==> src/rtl/usb_cfg_pkg.sv <==
// Behaviour
// In high, full and low speed the two-bit scale-down code selects off, all but suspend/resume, suspend/resume only, or both.
// In SuperSpeed code one cuts equalisation training to 8 sequences, the polling burst to 100 ns and warm-reset detection to 30 us.
// In SuperSpeed code two suppresses all equalisation training and overrides the related bit 4 setting.
// Software should keep the scale-down field at zero on real hardware; it resets to zero.
// Field defaults come from the EEPROM image when present, else from OTP, else from a fixed fallback.
// A USB bus reset or lite reset restores each such field to the last loaded image value or its fallback.
// After a soft reset in SuperSpeed the device stays detached for the upper half-word in ms, fallback 30 ms.
// After a soft reset in high or full speed the device stays detached for the lower half-word in ms, fallback 10 ms.
// Both detach-time fields are kept across a protected reset.
// Once the burst limit of contiguous data has been sent the transmitter ends the burst with a zero-length packet.
// The eight-bit burst limit counts 1024, 512 or 64 byte units in super, high and full speed and resets to zero.
// The burst limit is ignored whenever it comes to at most 2048 bytes.
// The burst limit acts only when its enable bit in the first configuration register is set.
// Software must set the burst limit no smaller than the MAC maximum frame size.
// Before any short or zero-length packet the transmitter waits the bulk-in delay interval.
// The bulk-in delay counts in 16.667 ns steps and resets to 0800h, about 34.133 us.
// Reserved bits read as zero and ignore writes.
package usb_cfg_pkg;
	// ----------------------------------------
	// register map (byte addresses)
	// ----------------------------------------
	localparam logic [7:0] ADDR_DETACH = 8'h88;
	localparam logic [7:0] ADDR_BURST = 8'h90;
	localparam logic [7:0] ADDR_DELAY = 8'h94;
	localparam logic [7:0] ADDR_SCALE = 8'h8C;
	localparam logic [7:0] ADDR_STATUS = 8'h98;
	// ----------------------------------------
	// fallback values and fields
	// ----------------------------------------
	localparam logic [15:0] SS_DETACH_FALLBACK = 16'h001E;
	localparam logic [15:0] HIGHSPEED_DETACH_MS_FALLBACK = 16'h000A;
	localparam logic [7:0] BURST_RESET = 8'h00;
	localparam logic [15:0] DELAY_RESET = 16'h0800;
	localparam logic [1:0] SCALE_RESET = 2'h0;
	localparam int SCALE_BIT_MAIN = 0;
	localparam int SCALE_BIT_SUSP = 1;
	localparam logic [1:0] SCALE_NO_TRAIN = 2'h2;
	// ----------------------------------------
	// burst units as byte shifts, threshold
	// ----------------------------------------
	localparam logic [3:0] SHIFT_SS = 4'hA;
	localparam logic [3:0] SHIFT_HS = 4'h9;
	localparam logic [3:0] SHIFT_FS = 4'h6;
	localparam logic [18:0] BURST_MIN_BYTES = 19'h00800;
	// ----------------------------------------
	// timing
	// ----------------------------------------
	localparam int CLK_HZ = 40000000;
	localparam int MS_CYCLES = CLK_HZ / 1000;
	localparam int DELAY_STEP_PS = 16667;
	localparam int CLK_PERIOD_PS = 25000;
	localparam int TRAIN_SEQ_SCALED = 8;
	localparam int POLL_BURST_SCALED_NS = 100;
	localparam int WARM_RESET_SCALED_US = 30;
	typedef enum logic [1:0] {SPEED_FS, SPEED_HS, SPEED_SS} speed_e;
endpackage : usb_cfg_pkg

==> src/rtl/detach_timer.sv <==
`timescale 1ns/1ps
module detach_timer
	import usb_cfg_pkg::*;
#(
	parameter int MS_COUNT = MS_CYCLES
) (
	input wire logic sys_clk,
	input wire logic rst,
	input wire logic start,
	input wire logic [15:0] durationMs,
	output logic detached
);
	typedef struct packed {
		logic active;
		logic [15:0] msLeft;
		logic [31:0] tick;
	} st_s;
	st_s st_reg, st_next;
	always_comb begin
		st_next = st_reg;
		if (start) begin
			st_next.active = (durationMs != 16'h0000);
			st_next.msLeft = durationMs;
			st_next.tick = 32'h0;
		end else if (st_reg.active) begin
			if (st_reg.tick == 32'(MS_COUNT - 1)) begin
				st_next.tick = 32'h0;
				st_next.msLeft = st_reg.msLeft - 16'h0001;
				if (st_reg.msLeft == 16'h0001) begin
					st_next.active = 1'b0;
				end
			end else begin
				st_next.tick = st_reg.tick + 32'h1;
			end
		end
	end
	always_ff @(posedge sys_clk) begin
		if (rst) begin
			st_reg <= '0;
		end else begin
			st_reg <= st_next;
		end
	end
	assign detached = st_reg.active;
endmodule : detach_timer

==> src/rtl/short_delay_timer.sv <==
`timescale 1ns/1ps
module short_delay_timer
	import usb_cfg_pkg::*;
(
	input wire logic sys_clk,
	input wire logic rst,
	input wire logic request,
	input wire logic [15:0] steps,
	output logic grant
);
	// phase accumulator in ps: one step is 16.667 ns, not a whole number of clocks
	typedef struct packed {
		logic busy;
		logic done;
		logic [31:0] elapsed;
		logic [31:0] target;
	} st_s;
	st_s st_reg, st_next;
	always_comb begin
		st_next = st_reg;
		st_next.done = 1'b0;
		if (!st_reg.busy && request && !st_reg.done) begin
			st_next.busy = 1'b1;
			st_next.elapsed = 32'h0;
			st_next.target = 32'(steps) * 32'(DELAY_STEP_PS);
		end else if (st_reg.busy) begin
			if (st_reg.elapsed >= st_reg.target) begin
				st_next.busy = 1'b0;
				st_next.done = 1'b1;
			end else begin
				st_next.elapsed = st_reg.elapsed + 32'(CLK_PERIOD_PS);
			end
		end
	end
	always_ff @(posedge sys_clk) begin
		if (rst) begin
			st_reg <= '0;
		end else begin
			st_reg <= st_next;
		end
	end
	assign grant = st_reg.done;
endmodule : short_delay_timer

==> src/rtl/usb_bulkin_detach_config.sv <==
// The Wishbone interface to the registers was chosen for this implementation.
`timescale 1ns/1ps
module usb_bulkin_detach_config
	import usb_cfg_pkg::*;
#(
	parameter int MS_COUNT = MS_CYCLES
) (
	input wire logic sys_clk,
	input wire logic rst,
	// wishbone classic slave
	input wire logic wb_cyc_i,
	input wire logic wb_stb_i,
	input wire logic wb_we_i,
	input wire logic [7:0] wb_adr_i,
	input wire logic [3:0] wb_sel_i,
	input wire logic [31:0] wb_dat_i,
	output logic [31:0] wb_dat_o,
	output logic wb_ack_o,
	// configuration image sources
	input wire logic eepromPresent,
	input wire logic otpConfigured,
	input wire logic imageLoad,
	input wire logic [15:0] eepromSsDetach,
	input wire logic [15:0] eepromHsDetach,
	input wire logic [15:0] otpSsDetach,
	input wire logic [15:0] otpHsDetach,
	// resets and link state
	input wire logic usbBusReset,
	input wire logic liteReset,
	input wire logic protectedReset,
	input wire logic softResetReq,
	input wire logic [1:0] linkSpeed,
	input wire logic burstLimitEnable,
	// bulk-in transmitter hooks
	input wire logic txBeat,
	input wire logic [10:0] txBeatBytes,
	input wire logic txShortPending,
	output logic txSendZlp,
	output logic txShortGo,
	output logic detached,
	// scale-down controls
	output logic scaleMainTimings,
	output logic scaleSuspendResume,
	output logic ssScaleTiming,
	output logic ssNoTraining,
	output logic [7:0] trainSeqLimit
);
	import usb_cfg_pkg::*;
	// ----------------------------------------
	// state
	// ----------------------------------------
	typedef struct packed {
		logic [15:0] ssDetach;
		logic [15:0] hsDetach;
		logic [15:0] imgSs;
		logic [15:0] imgHs;
		logic [7:0] burstLimit;
		logic [15:0] shortDelay;
		logic [1:0] scaleMode;
		logic [18:0] burstBytes;
		logic zlp;
		logic ack;
		logic [31:0] rdata;
	} st_s;
	st_s st_reg, st_next;
	logic [1:0] speedSync1_reg, speedSync2_reg;
	logic busReq;
	logic wrHit;
	logic [31:0] wmask;
	logic [31:0] wword;
	logic [31:0] rword;
	logic [15:0] srcSs;
	logic [15:0] srcHs;
	logic [18:0] limitBytes;
	logic limitActive;
	logic [15:0] detachSel;
	// ----------------------------------------
	// link speed from the PHY domain
	// ----------------------------------------
	always_ff @(posedge sys_clk) begin
		if (rst) begin
			speedSync1_reg <= 2'h0;
			speedSync2_reg <= 2'h0;
		end else begin
			speedSync1_reg <= linkSpeed;
			speedSync2_reg <= speedSync1_reg;
		end
	end
	// ----------------------------------------
	// derived values
	// ----------------------------------------
	always_comb begin
		if (eepromPresent) begin
			srcSs = eepromSsDetach;
			srcHs = eepromHsDetach;
		end else if (otpConfigured) begin
			srcSs = otpSsDetach;
			srcHs = otpHsDetach;
		end else begin
			srcSs = SS_DETACH_FALLBACK;
			srcHs = HIGHSPEED_DETACH_MS_FALLBACK;
		end
	end
	always_comb begin
		case (speedSync2_reg)
			SPEED_SS: limitBytes = 19'(st_reg.burstLimit) << SHIFT_SS;
			SPEED_HS: limitBytes = 19'(st_reg.burstLimit) << SHIFT_HS;
			default: limitBytes = 19'(st_reg.burstLimit) << SHIFT_FS;
		endcase
	end
	assign limitActive = burstLimitEnable && (limitBytes > BURST_MIN_BYTES);
	assign busReq = wb_cyc_i && wb_stb_i && !st_reg.ack;
	assign wrHit = busReq && wb_we_i;
	genvar g;
	generate
		for (g = 0; g < 4; g++) begin : laneMask
			assign wmask[g*8 +: 8] = {8{wb_sel_i[g]}};
		end
	endgenerate
	always_comb begin
		rword = 32'h0;
		case (wb_adr_i)
			ADDR_DETACH: rword = {st_reg.ssDetach, st_reg.hsDetach};
			ADDR_BURST: rword = {24'h0, st_reg.burstLimit};
			ADDR_DELAY: rword = {16'h0, st_reg.shortDelay};
			ADDR_SCALE: rword = {30'h0, st_reg.scaleMode};
			ADDR_STATUS: rword = {12'h0, limitActive, detached, speedSync2_reg, st_reg.burstBytes[15:0]};
			default: rword = 32'h0;
		endcase
		wword = (rword & ~wmask) | (wb_dat_i & wmask);
	end
	// ----------------------------------------
	// next state
	// ----------------------------------------
	always_comb begin
		st_next = st_reg;
		st_next.ack = busReq;
		st_next.zlp = 1'b0;
		if (busReq && !wb_we_i) begin
			st_next.rdata = rword;
		end
		if (imageLoad) begin
			st_next.imgSs = srcSs;
			st_next.imgHs = srcHs;
		end
		if (wrHit) begin
			case (wb_adr_i)
				ADDR_DETACH: begin
					st_next.ssDetach = wword[31:16];
					st_next.hsDetach = wword[15:0];
				end
				ADDR_BURST: st_next.burstLimit = wword[7:0];
				ADDR_DELAY: st_next.shortDelay = wword[15:0];
				ADDR_SCALE: st_next.scaleMode = wword[1:0];
				default: ;
			endcase
		end
		// protected reset leaves detach times alone
		if ((usbBusReset || liteReset) && !protectedReset) begin
			st_next.ssDetach = st_reg.imgSs;
			st_next.hsDetach = st_reg.imgHs;
		end
		// contiguous byte count; short packet ends a burst naturally
		if (txShortPending) begin
			st_next.burstBytes = 19'h0;
		end else if (txBeat && limitActive) begin
			if (st_reg.burstBytes + 19'(txBeatBytes) >= limitBytes) begin
				st_next.burstBytes = 19'h0;
				st_next.zlp = 1'b1;
			end else begin
				st_next.burstBytes = st_reg.burstBytes + 19'(txBeatBytes);
			end
		end
	end
	always_ff @(posedge sys_clk) begin
		if (rst) begin
			st_reg <= '0;
			st_reg.ssDetach <= SS_DETACH_FALLBACK;
			st_reg.hsDetach <= HIGHSPEED_DETACH_MS_FALLBACK;
			st_reg.imgSs <= SS_DETACH_FALLBACK;
			st_reg.imgHs <= HIGHSPEED_DETACH_MS_FALLBACK;
			st_reg.burstLimit <= BURST_RESET;
			st_reg.shortDelay <= DELAY_RESET;
			st_reg.scaleMode <= SCALE_RESET;
		end else begin
			st_reg <= st_next;
		end
	end
	// ----------------------------------------
	// detach and short-packet delay
	// ----------------------------------------
	assign detachSel = (speedSync2_reg == SPEED_SS) ? st_reg.ssDetach : st_reg.hsDetach;
	detach_timer #(
		.MS_COUNT(MS_COUNT)
	) detachTimer (
		.sys_clk(sys_clk),
		.rst(rst),
		.start(softResetReq),
		.durationMs(detachSel),
		.detached(detached)
	);
	// zlp after a capped burst also waits out the delay
	short_delay_timer shortDelay (
		.sys_clk(sys_clk),
		.rst(rst),
		.request(txShortPending || st_reg.zlp),
		.steps(st_reg.shortDelay),
		.grant(txShortGo)
	);
	// ----------------------------------------
	// outputs
	// ----------------------------------------
	assign wb_ack_o = st_reg.ack;
	assign wb_dat_o = st_reg.rdata;
	assign txSendZlp = st_reg.zlp;
	assign scaleMainTimings = st_reg.scaleMode[SCALE_BIT_MAIN];
	assign scaleSuspendResume = st_reg.scaleMode[SCALE_BIT_SUSP];
	assign ssScaleTiming = (speedSync2_reg == SPEED_SS) && st_reg.scaleMode[SCALE_BIT_MAIN];
	// code three enables both scalings, so it drops training as well
	assign ssNoTraining = (speedSync2_reg == SPEED_SS)
		&& ((st_reg.scaleMode & SCALE_NO_TRAIN) != 2'h0);
	assign trainSeqLimit = ssScaleTiming ? 8'(TRAIN_SEQ_SCALED) : 8'h0;
endmodule : usb_bulkin_detach_config

==> config.mk <==
export PLATFORM = sky130hd
export DESIGN_NAME = usb_bulkin_detach_config
export DESIGN_NICKNAME = d
export VERILOG_FILES = /design/src/rtl/usb_cfg_pkg.sv /design/src/rtl/detach_timer.sv /design/src/rtl/short_delay_timer.sv /design/src/rtl/usb_bulkin_detach_config.sv
export SDC_FILE = /design/constraint.sdc
export NUM_CORES = 1
export LEC_CHECK = 0
export ABC_AREA = 1
export BUFFER_PORTS_ARGS = -buffer_cell sky130_fd_sc_hd__buf_2
export CAP_MARGIN = 20
export CORE_ASPECT_RATIO = 1.25
export CORE_MARGIN = 2
export CORE_UTILIZATION = 60
export DETAILED_ROUTE_END_ITERATION = 10
export PLACE_DENSITY_LB_ADDON = 0.12
export REMOVE_ABC_BUFFERS = 1
export SYNTH_ARGS = -nofsm -noshare
export SYNTH_HDL_FRONTEND = slang
export SYNTH_SLANG_ARGS = --single-unit
==> constraint.sdc <==
create_clock -name sys_clk -period 5.4 [get_ports sys_clk]
set_input_delay 0.81 -clock sys_clk [delete_from_list [all_inputs] [get_ports sys_clk]]
set_output_delay 0.81 -clock sys_clk [all_outputs]
set_load 0.03 [all_outputs]
==> impl_metrics.ini <==
[run_status]
status = completed

[timing]
maxSlewViolCount = 0
slew_headroom_pct = 37.14
tightestPinTransition_ps = 941.6
fin_crit_ps = 5056
fmax_mhz = 197.8
finalCritPeriodShare_pct = 93.63
rsz0062_at_grt = no
fin_setup_tns_ps = 0
setup_viol = 0
hold_ws_ps = 407.0
final.setup_skew_ps = 22.18
setup_slack_ps = 344.2
hold_viol_final = 0

[setup_path]
rr_endpoint = shortDelay.st_reg[28]
path_buf_inv = 8
path_max_fanout = 7
cp_common_cell = inv_1
crit_path_top_delay_cell = fa_1
r2r-start = st_reg[69]
cp.arrival_ps = 5540
required_ps = 5890
cp-start-kind = flop
endpoint_kind = flop
r2r_setup_slack_ps = 340
path_delay_family = adder cells
slowest_delay_ps = 540
reg2reg_depth = 23
path_cells = inv_1, ha_1, fa_1, inv_1, ha_1, inv_1, fa_1, inv_1, fa_1, inv_1, fa_1, inv_1, ha_1, a21oi_1, o21ai_0, inv_1, nor2_1, o21ai_0, nand3_1, nand2_1, nand3_1, nand2_1, inv_1
worstSetupPathType = flop to flop

[logic_synthesis]
yosys-top-cells-count = 547 x nand2_1, 373 x inv_1, 277 x a21oi_1, 258 x dfxtp_1, 211 x o21ai_0
yosys-top-cells-area = dfxtp_1 27%, ha_1 11%, nand2_1 11%, inv_1 7.4%, a21oi_1 7.4%
yosysMostFrequentCell = nand2_1
synth_area_leader_cell = dfxtp_1
synth_seq_cells = 258
ys_seq_area_share_pct = 27.47
synth_top_area_share_pct = 27.47
synth-edff-count = 0
syn_inst = 2728
synthArstFlopShare_pct = 0
synth_flop_cell = dfxtp_1
synth_area_mm2 = 0.01880
syn_area_per_cell_um2 = 6.893
ys_warn_count = 0
yosysUniqueCellTypes = 60

[hold_path]
hold_path_depth = 2
min_to = speedSync2_reg[1]
hp-start = speedSync1_reg[1]
hold_class = flop to flop

[drt]
first_iter_violations = 1490
wirelength_um = 56090
dr.pass1.iters = 7
drcViolationCount = 0
post_drt_wl_per_cell_um = 17.21
viasPerCell = 5.750
num_vias = 18740
antenna_left = 0

[clock_network]
cts_tree = done
htree_levels = 1
post_cts_buffers = 0
insertion_delay_ps = 580
path_clk_slew_ps = 60
clockBufferDepth = 3
ctsResizeCount = 0
clockRootBuffer = clkbuf_16
hold_buffers = 0
cts.sinks = 258
numCtsBuffers = 30

[floorplan]
die_area_mm2 = 0.03278
die_h_um = 201.9
io_pins = 184
core_mm2 = 0.03090
floorplan.initialDensity_pct = 60.85
fp.dieW_um = 162.3
std_cell_rows = 72

[placement]
portBuffers = 176
placed_cell_area_mm2 = 0.01964
routabilityCongestion = 0.9496
pre_cts_ws_ps = 376.9
dp.cells = 3202
place_hpwl_um = 42180

[power]
total_power_mw = 4.751
ir_drop_mv = 0.2558
power.leakage_nw = 9.737
power.density_mw_per_mm2 = 229.8

[grt]
grt_pass1_vias = 18170
grt_pass1_wl_um = 90850
grt_busiest_layer = met2
grt_start_max_net_pins = 67
grtUsageTotal_pct = 33.83
antenna_found_initial = 1
grtUsageMet2_pct = 60.06
gr-total-overflow = 0
use_met1_pct = 40.89
use_met3_pct = 3.837

[cells_and_area]
drive_gt1_share_pct = 10.91
areaGrowthSynthToFinish_pct = 9.962
largest_register_ffs = 107
final_area_mm2 = 0.02068
final_cells = 3259
fin_util_pct = 66.91
fin_nets = 3169

[job]
maxCapViolCount = 0
## cells by family after synthesis
group,share of synthesized area [%]
xor gates and xnor gates,3.074
adders and majority gates,15.08
other,0.01994
DFF,27.47
muxes,0.05324
and+or+nand+nor,25.15
AOI/OAI and AO/OA,17.33
buffers and inverters,11.83
## tightest hold or removal path: cells and delay by family, from the launching register on
| family | cells | cell delay (ps) |
|---|---|---|
| buffers and inverters | 1 | 40 |
| AND/OR/NAND/NOR | 1 | 30 |
| flip-flops | 1 | 300 |
## cells in the final DEF (no fill, tap or decap), drive strengths merged, types with 57 or more instances in the layout
master / Yosys / layout
nor3: 57 / 57
dfxtp: 258 / 258
buf: 74 / 192
nand2: 556 / 556
o21ai: 226 / 226
nor2: 211 / 211
nand3: 120 / 120
a21oi: 279 / 279
inv: 394 / 394
nand4: 81 / 81
ha: 169 / 169
## cell type report
class                      count  area [um^2]
multi-input combinational   1946        11450
fill                        2861        10220
sequential                   258         5165
inverter                     400         1504
timing repair buffer         192         1033
clock buffer                  45        877.1
tap                          407        509.2
clock inverter                10        138.9
antenna                        1        2.502
## metal layers
layer  up-vias  wire length [um]
met5         -                 0
met3       163              3549
li1       9189                 -
met4         0              2632
met1      8623             22270
met2       764             27640
## worst max path at each step
stage | start | end | slack (ps) | cells past startpoint
2_1_floorplan | st_reg[69] | shortDelay.st_reg[28] | 790 | 23
3_3_place_gp | st_reg[69] | shortDelay.st_reg[28] | 420 | 23
3_5_place_dp | st_reg[69] | shortDelay.st_reg[28] | 380 | 23
4_1_cts | st_reg[69] | shortDelay.st_reg[28] | 340 | 23
5_1_grt | st_reg[69] | shortDelay.st_reg[28] | 30 | 23
6_report | st_reg[69] | shortDelay.st_reg[28] | 340 | 23
## where the power goes
part | switching (mW) | internal [mW]
Clock | 0.847 | 1.26
Combinational | 0.413 | 0.200
Sequential | 0.0539 | 1.98
Total | 1.31 | 3.44
Power figures use the tool's default switching activity.
